==> config.mk <==
export PLATFORM = sky130hd
export DESIGN_NAME = crx_stream_port
export DESIGN_NICKNAME = d
export VERILOG_FILES = /design/src/logic/crx_pkg.sv /design/src/logic/crx_stream_port.sv
export VERILOG_INCLUDE_DIRS = /design/src /design/src/logic
export SDC_FILE = /design/constraint.sdc
export NUM_CORES = 1
export LEC_CHECK = 0
export ABC_AREA = 1
export BUFFER_PORTS_ARGS = -buffer_cell sky130_fd_sc_hd__buf_2
export CAP_MARGIN = 20
export CELL_PAD_IN_SITES_DETAIL_PLACEMENT = 0
export CELL_PAD_IN_SITES_GLOBAL_PLACEMENT = 1
export CORE_AREA = 2 2 485 487
export DETAILED_ROUTE_END_ITERATION = 10
export DIE_AREA = 0 0 487 489
export PLACE_DENSITY_LB_ADDON = 0.1
export SLEW_MARGIN = 25
export SYNTH_ARGS = -nofsm -noshare
export SYNTH_HDL_FRONTEND = slang
export SYNTH_SLANG_ARGS = --single-unit
==> constraint.sdc <==
create_clock -name mclk -period 2.75 [get_ports mclk]
set_clock_uncertainty 0.1 [all_clocks]
set_input_delay 0.275 -clock mclk [delete_from_list [all_inputs] [get_ports mclk]]
set_output_delay 0.275 -clock mclk [all_outputs]
set_load 0.02 [all_outputs]
==> src/logic/crx_defs.svh <==
// Constants of the receive stream credit port: widths, start flag codes, credit limits.
// Assumes inclusion by the package, the port module and the bench, once each.
//
// Function
// - Received packet data goes out on a 512-bit data bus.
// - A 100-bit sideband describes the beat and means something only while valid is high.
// - Valid is high in every cycle in which the data bus carries a beat.
// - With no credits left valid may drop between packets.
// - On going to the deactivated state the port returns its credits with a pulse.
// - The deactivation hint makes the port return credits and deactivate.
// - Start flags sit in sideband bits 3:0; 0000 is no start, 0001 one start at the first pointer.
// - Start flags 0011 mean two starts at the first and second pointers.
// - Start flags 0111 mean three starts at the first three pointers.
// - Start flags 1111 mean four starts using all four pointers.
// - No reserved start flag value is ever driven out.
// - The first start pointer in bits 5:4 selects byte 0, 16, 32 or 48.
`ifndef CRX_DEFS_SVH
`define CRX_DEFS_SVH

`define CRX_DATA_W 512
`define CRX_SIDE_W 100
`define CRX_UPPER_W 88
`define CRX_CREDIT_W 8
`define CRX_CREDIT_MAX 8'hff
`define CRX_SF_NONE 4'h0
`define CRX_SF_ONE 4'h1
`define CRX_SF_TWO 4'h3
`define CRX_SF_THREE 4'h7
`define CRX_SF_FOUR 4'hf
`define CRX_PTR_BYTE0 2'h0
`define CRX_PTR_BYTE16 2'h1
`define CRX_PTR_BYTE32 2'h2
`define CRX_PTR_BYTE48 2'h3

`endif

==> src/logic/crx_pkg.sv <==
// Types shared by the receive stream credit port.
// Assumes crx_defs.svh is on the include path.
`default_nettype none
`include "crx_defs.svh"

package crx_pkg;

    // Sideband layout, start flags in the low bits
    typedef struct packed {
        logic [`CRX_UPPER_W-1:0] upper;
        logic [1:0] startPointerFourth;
        logic [1:0] startPointerThird;
        logic [1:0] startPointerSecond;
        logic [1:0] startPointerFirst;
        logic [3:0] startFlags;
    } crx_side_s;

    typedef enum logic [1:0] {
        LINK_STOP,
        LINK_REQ,
        LINK_ACTIVE,
        LINK_RETURN
    } crx_link_e;

endpackage

`default_nettype wire

==> src/logic/crx_stream_port.sv <==
// Receive stream port: registered data and sideband, credit count, activation handshake.
// Assumes the packet source and user logic run on mclk; no pin synchronisers needed.
`default_nettype none
`include "crx_defs.svh"

module crx_stream_port
    import crx_pkg::*;
(
    // Clock, reset, enable
    input wire logic mclk,
    input wire logic rstn,
    input wire logic clkEn,
    // Core-side packet source
    input wire logic linkEnable,
    input wire logic srcValid,
    input wire logic [`CRX_DATA_W-1:0] srcData,
    input wire crx_side_s srcSide,
    output logic srcReady,
    output logic srcFlagError,
    // User stream
    output logic [`CRX_DATA_W-1:0] rxData,
    output crx_side_s rxSide,
    output logic rxValid,
    // Credits and link handshake
    input wire logic creditGnt,
    output logic creditRtn,
    output logic activeReq,
    input wire logic activeAck,
    input wire logic deactHint
);

    // ----------------------------------------
    // Start flag decode
    // ----------------------------------------
    function automatic logic [2:0] start_count(input logic [3:0] flags);
        case (flags)
            `CRX_SF_NONE: start_count = 3'h0;
            `CRX_SF_ONE: start_count = 3'h1;
            `CRX_SF_TWO: start_count = 3'h2;
            `CRX_SF_THREE: start_count = 3'h3;
            `CRX_SF_FOUR: start_count = 3'h4;
            default: start_count = 3'h0;
        endcase
    endfunction

    function automatic logic flags_legal(input logic [3:0] flags);
        flags_legal = (flags == `CRX_SF_NONE) || (flags == `CRX_SF_ONE) || (flags == `CRX_SF_TWO) ||
                      (flags == `CRX_SF_THREE) || (flags == `CRX_SF_FOUR);
    endfunction

    logic [2:0] starts;
    logic legal;
    logic enough;
    logic fire;
    crx_side_s cleanSide;

    always_comb begin
        starts = start_count(srcSide.startFlags);
        legal = flags_legal(srcSide.startFlags);
        cleanSide = srcSide;
        // reserved flags blocked
        // A beat with a reserved code is dropped rather than passed with a guess
        if (!legal) begin
            cleanSide.startFlags = `CRX_SF_NONE;
        end
    end

    // ----------------------------------------
    // Link state
    // ----------------------------------------
    crx_link_e linkState_ff, nxt_linkState;
    logic creditRtn_ff, nxt_creditRtn;

    always_comb begin
        nxt_linkState = linkState_ff;
        nxt_creditRtn = 1'b0;
        case (linkState_ff)
            LINK_STOP: begin
                if (linkEnable && !deactHint) begin
                    nxt_linkState = LINK_REQ;
                end
            end
            LINK_REQ: begin
                if (deactHint || !linkEnable) begin
                    nxt_linkState = LINK_RETURN;
                    nxt_creditRtn = 1'b1;
                end else if (activeAck) begin
                    nxt_linkState = LINK_ACTIVE;
                end
            end
            LINK_ACTIVE: begin
                if (deactHint || !linkEnable) begin
                    nxt_linkState = LINK_RETURN;
                    nxt_creditRtn = 1'b1;
                end
            end
            LINK_RETURN: nxt_linkState = LINK_STOP;
            default: nxt_linkState = LINK_STOP;
        endcase
    end

    always_ff @(posedge mclk or negedge rstn) begin
        if (!rstn) begin
            linkState_ff <= LINK_STOP;
            creditRtn_ff <= 1'b0;
        end else if (clkEn) begin
            linkState_ff <= nxt_linkState;
            creditRtn_ff <= nxt_creditRtn;
        end
    end

    assign activeReq = (linkState_ff == LINK_REQ) || (linkState_ff == LINK_ACTIVE);
    assign creditRtn = creditRtn_ff;

    // ----------------------------------------
    // Credits
    // ----------------------------------------
    logic [`CRX_CREDIT_W-1:0] creditCnt_ff, nxt_creditCnt;
    logic grantTaken;

    // send only with credits
    // Continuation beats start nothing and need no credit; valid may gap
    assign enough = creditCnt_ff >= `CRX_CREDIT_W'(starts);
    assign srcReady = clkEn && (linkState_ff == LINK_ACTIVE) && enough && !deactHint && linkEnable;
    assign fire = srcValid && srcReady && legal;
    assign srcFlagError = srcValid && srcReady && !legal;
    assign grantTaken = creditGnt && activeReq && (creditCnt_ff != `CRX_CREDIT_MAX);

    always_comb begin
        nxt_creditCnt = creditCnt_ff;
        // grant adds, start spends
        // Grant and spend in one cycle both count; a grant is lost at CRX_CREDIT_MAX, while activeReq or clkEn is low, or in the cycle that returns credits
        if (fire) begin
            nxt_creditCnt = nxt_creditCnt - `CRX_CREDIT_W'(starts);
        end
        if (grantTaken) begin
            nxt_creditCnt = nxt_creditCnt + `CRX_CREDIT_W'(1);
        end
        if (nxt_creditRtn) begin
            nxt_creditCnt = '0;
        end
    end

    always_ff @(posedge mclk or negedge rstn) begin
        if (!rstn) begin
            creditCnt_ff <= '0;
        end else if (clkEn) begin
            creditCnt_ff <= nxt_creditCnt;
        end
    end

    // ----------------------------------------
    // Output beat
    // ----------------------------------------
    logic [`CRX_DATA_W-1:0] rxData_ff, nxt_rxData;
    crx_side_s rxSide_ff, nxt_rxSide;
    logic rxValid_ff, nxt_rxValid;

    always_comb begin
        nxt_rxData = rxData_ff;
        nxt_rxSide = rxSide_ff;
        nxt_rxValid = fire;
        if (fire) begin
            nxt_rxData = srcData;
            nxt_rxSide = cleanSide;
        end
    end

    always_ff @(posedge mclk or negedge rstn) begin
        if (!rstn) begin
            rxData_ff <= '0;
            rxSide_ff <= '0;
            rxValid_ff <= 1'b0;
        end else if (clkEn) begin
            rxData_ff <= nxt_rxData;
            rxSide_ff <= nxt_rxSide;
            rxValid_ff <= nxt_rxValid;
        end
    end

    assign rxData = rxData_ff;
    assign rxSide = rxSide_ff;
    assign rxValid = rxValid_ff;
endmodule

`default_nettype wire

**Word level (Yosys, flattened, before mapping)**

Cells that the tools add are included.

- $add $sub $neg: 2
- Magnitude comparators: 1
- Eq/ne operators: 11
- Multiplexer cells: 12
- Reduce and logical (&&, ||, !) cells: 24

Operator list:

| kind | number |
|---|---|
| $mux W8 | 3 |
| $pmux W3 S4 | 1 |
| $logic_and A1 B1 Y1 | 10 |
| $add A8 B1 Y8 const B | 1 |
| $ge A8 B3 Y1 | 1 |
| $mux W2 | 4 |
| $ne A8 B8 Y1 const B | 1 |
| $pmux W2 S4 | 1 |
| $sub A8 B3 Y8 | 1 |
| $logic_or A1 B1 Y1 | 6 |
| $eq A2 B2 Y1 const B | 2 |
| $eq A4 B1 Y1 const B | 1 |
| $eq A4 B2 Y1 const B | 1 |
| $eq A4 B3 Y1 const B | 1 |
| $eq A4 B4 Y1 const B | 1 |
| $logic_not A4 Y1 | 1 |
| $mux W4 | 1 |
| $ne A2 B2 Y1 const B | 2 |
| $reduce_and A4 Y1 | 1 |
| $logic_not A1 Y1 | 3 |
| $ne A3 B3 Y1 const B | 1 |
| $eq A2 B1 Y1 const B | 1 |
| $logic_not A2 Y1 | 1 |
| $mux W1 | 2 |
| other kinds (2) | 2 |

- Bits in registers: 624
- Bits of input ports: 620
- Output and inout port bits: 617
- Word-level logic and storage cells: 61

**Longest topological paths before layout**

- Depth after elaboration: 12
- Depth in mapped cells: 22
- Gate-level depth less buffers: 21

**Worst setup path before layout**

Ideal clock, no wire load.

- Path kind: input -> register
- From: input srcSide[1] in the netlist's numbering
- To: register creditCnt_ff[5]
- Arrival: 2.422 ns
- Slack: 0.105 ns
- Stages on the path: 19
- Cells stage by stage: nand2_1 -> inv_1 -> nand2_1 -> o21ai_0 -> ha_1 -> inv_1 -> fa_1 -> nand2_1 -> nand2_2 -> nor2_2 -> nand2_2 -> nand4_4 -> buf_6 -> nor2_1 -> a21oi_2 -> and2_1 -> nand3_1 -> nand3_1 -> o21ai_1

- Word-level cells in the longest chain between the ends: 12
- Elaborated cells between the ends (all ways): 21
- Those cells by class: 2 x add/sub; 1 x order compare; 4 x eq/ne; 4 x mux; 10 x reduce/logical

Ends and longest elaborated chain:

| item | line | text |
|---|---|---|
| start, declared | crx_stream_port.sv:17 | `input wire crx_side_s srcSide,` |
| $eq A4 B4 Y1 (tied with other cells) | crx_stream_port.sv:36 | `case (flags)` |
| $pmux W3 S4 | crx_stream_port.sv:36 |  |
| $ge A8 B3 Y1 | crx_stream_port.sv:123 | `` assign enough = creditCnt_ff >= `CRX_CREDIT_W'(starts); `` |
| $logic_and A1 B1 Y1 (3 in series) | crx_stream_port.sv:124 | `assign srcReady = clkEn && (linkState_ff == LINK_ACTIVE) && enough && !deactHint && linkEnable;` |
| $logic_and A1 B1 Y1 (2 in series) | crx_stream_port.sv:125 | `assign fire = srcValid && srcReady && legal;` |
| $mux W8 (*) | crx_stream_port.sv:133 | `if (fire) begin` |
| $add A8 B1 Y8 | crx_stream_port.sv:137 | `` nxt_creditCnt = nxt_creditCnt + `CRX_CREDIT_W'(1); `` |
| $mux W8 (*) | crx_stream_port.sv:136 | `if (grantTaken) begin` |
| $mux W8 (*) | crx_stream_port.sv:139 | `if (nxt_creditRtn) begin` |
| end signal, assigned | crx_stream_port.sv:148 | `creditCnt_ff <= nxt_creditCnt;` |
| end, declared | crx_stream_port.sv:118 | `` logic [`CRX_CREDIT_W-1:0] creditCnt_ff, nxt_creditCnt; `` |

Mark *: on every way between the ends. The rest lies on a longest branch, timed or not.
A chain may end at the register's enable or synchronous reset.

**Final worst setup path**

- From: register creditCnt_ff[0]
- To: output srcFlagError

- Word-level cells in the longest chain between the ends: 6

Ends and longest elaborated chain:

| item | line | text |
|---|---|---|
| $ge A8 B3 Y1 | crx_stream_port.sv:123 |  |
| $logic_and A1 B1 Y1 (3 in series) | crx_stream_port.sv:124 |  |
| $logic_and A1 B1 Y1 (2 in series) | crx_stream_port.sv:126 | `assign srcFlagError = srcValid && srcReady && !legal;` |
| end, declared | crx_stream_port.sv:19 | `output logic srcFlagError,` |

Every way passes these cells.

==> qor.csv <==
metric,value,unit
worst-slew-pin-transition,478,ps
p_comb_frac,0.314,
grt_pass1_vias,27400,
start_kind,flop,
wl_per_cell,19.6,µm
pre_cts_ws,-331,ps
syn_nets,3385,
power.switching,13800,µW
cts_made_buffers,93,
overflow,0,
rrSetupSlack,140,ps
clkPwrFrac,0.330,
hold_viol,0,
fin_hold_ws,111,ps
antenna_found_initial,26,
cp_common_cell,nand2_2,
yosysWarnings,0,
finalCriticalPeriod,2670,ps
die_w,487,µm
cts_sinks,624,
std_cell_rows,178,
gp_congestion,0.750,
synth-edff-count,0,
clk_path_buf_depth,3,
p_total,36300,µW
postLayoutSetupSlackWorst,76.6,ps
drive_gt1_frac,0.326,
port_buffers,1236,
ys_ff_latch,624,
p_int,22500,µW
grtUsageTotal,0.125,
routed_wl,154000,µm
die_y,489,µm
p_seq_frac,0.356,
cts_tree,done,
switching_share,0.380,
fin_area,0.0447,mm²
fmax,374,MHz
critPathMaxFanout,2,
max_stage_delay,390,ps
p_per_area,812,mW/mm²
cts-root-buf,clkbuf_16,
synthesis.instances,2757,
outcome,completed,
dp_hpwl,121000,µm
clock_latency,690,ps
hold_path.class,input port to flop,
path_clk_slew,60,ps
core,0.234,mm²
rsz0062_at_grt,yes,
relSlewSlack,0.681,
drtIter0Drc,861,
drc,0,
period_share,0.972,
fin_nets,5360,
ys.flop_type,dfrtp_1,
syn_to_final_growth,85.4,%
h-tree-depth,3,
routed-via-count,25200,
nFillCells,26500,
crit_path_end_kind,output port,
cp_cell_sequence,inv_2 -> ha_4 -> inv_4 -> fa_2 -> nand2_2 -> nand2_2 -> nor2_4 -> nand2_2 -> nand3_4 -> nor2_4 -> buf_6,
initial_core_util,0.103,
postSynth.asyncResetShare,1.00,
drv_slew,0,
critPathArrivalTime,2300,ps
antenna_left,0,
dr.pass1.iters,5,
crit_type,flop to output port,
synth-seq-area-share,0.647,
synthDistinctLibCells,32,
ys_top_cells_by_area,"dfrtp_1 65%, nand2_1 29%, buf_2 2.1%, buf_6 0.56%, inv_1 0.44%",
finalSetupViolations,0,
vdd_drop_max,396,µV
grt_pass1_wl,213000,µm
dieArea,0.238,mm²
critPathSlowestCell,dfrtp_1,
p_leak,0.0249,µW
crit_family,adder cells,
required,2380,ps
synth_top_cell_area_share,0.647,
crit_buf_inv,3,
viasPerCell,3.20,
io_pins,1237,
cap_violations,0,
dpl-instance-area,0.0351,mm²
synth_area,0.0241,mm²
syn_avg_cell_area,8.75,µm²
post-synth-top-area-cell,dfrtp_1,
grt_max_degree,68,
-- worst reg2reg max path: cells and delay by family, from the launching register on --
family	cells	cell delay [ps]
XOR/XNOR	1	120
AND/OR/NAND/NOR	4	620
buffers and inverters	7	720
adder cells (fa/ha/maj)	2	490
flip-flops	1	390
AO/OA/AOI/OAI	1	60
-- through the flow --
step            util  cells  TNS, ps
5_1_grt        0.191   7881     -326
3_3_place_gp   0.150   7061  -144170
4_1_cts        0.190   7856     -104
6_report       0.191   7888        0
2_1_floorplan      -   2757        0
3_5_place_dp   0.150   7061  -110370
-- path summary, 6_finish.rpt --
check / startpoint / endpoint / cells after the start
setup / recovery: creditCnt_ff[0] / srcFlagError / 11
hold / removal: srcValid / rxData[460] / 5
setup reg to reg: creditCnt_ff[0] / creditCnt_ff[2] / 15
hold reg to reg: rxData[402] / rxData[402] / 2
max in group asynchronous: rstn / rxData[57] / 5
min in group asynchronous: rstn / rxData[431] / 3
-- sequential cells by signal (all words and copies together) (netlist names) --
register      flops
creditCnt_ff      8
creditRtn         1
linkState_ff      2
rxData          512
rxSide          100
rxValid           1
-- cell usage in the layout, fill, tap and decap left out, types with 7 or more instances in the layout --
master,Yosys,routed
diode_2,0,20
nand2_1,1875,1873
clkinv_2,0,12
dlygate4sd3_1,0,620
dfrtp_1,624,623
nor2_2,6,7
nand3_1,12,10
clkbuf_16,0,99
nor2_1,16,12
o21ai_0,13,12
buf_2,101,1233
buf_12,0,43
inv_1,28,25
clkbuf_1,20,38
buf_4,5,104
clkbuf_8,0,20
-- cells in the mapped netlist (6+ instances only) --
master,n
ha_1,7
nand4_1,6
nand3_1,12
inv_1,28
dfrtp_1,624
clkbuf_1,20
buf_6,12
nor2_1,16
o21ai_0,13
nor2_2,6
buf_2,101
nand2_1,1875
-- metal layers --
| layer | vias to the layer above | part of all wire | track usage |
|---|---|---|---|
| met3 | 142 | 0.10 | 0.0574 |
| met2 | 903 | 0.49 | 0.214 |
| met5 | - | 0.00014 | 0 |
| met1 | 11800 | 0.39 | 0.139 |
| met4 | 4 | 0.022 | 0.0292 |
| li1 | 12300 | - | - |
-- area by class of cell --
class                           instances  area, µm²  area share
Clock buffer                          153       2800      0.0625
Tap cell                             3060       3830      0.0856
Antenna cell                           20       50.0     0.00112
Clock inverter                         18        199     0.00445
Sequential cell                       624      15600       0.349
Multi-Input combinational cell       1965       7740       0.173
Timing Repair Buffer                 2018      14400       0.322
Inverter                               30        115     0.00257
-- power by group through the flow --
stage	logic, µW	registers [µW]	clock network (µW)
floorplan	2310	15800	0
global placement	10900	13100	0
detailed placement	10800	13100	0
CTS	11700	13000	12700
global route	12500	13300	13000
finish	11400	12900	12000
-- cells by family after synthesis --
| logic type | Yosys count | synth area share |
|---|---|---|
| adders and majority gates | 8 | 0.00446 |
| xor gates and xnor gates | 3 | 0.00109 |
| DFF | 624 | 0.647 |
| AOI/OAI and AO/OA | 27 | 0.00638 |
| buffers and inverters | 168 | 0.0359 |
| and+or+nand+nor | 1927 | 0.305 |
-- repair_timing --
item / 4_1_cts / 5_1_grt
setup endpoints to repair: 3 / 335
hold endpoints to repair: 1162 / 0
pin swaps: 4 / 9
buffers inserted: 5 / 9
gates cloned: 0 / 4
hold buffers: 621 / 0
gates resized for setup: 15 / 26
Note: power is estimated with default switching activity, not from simulation.
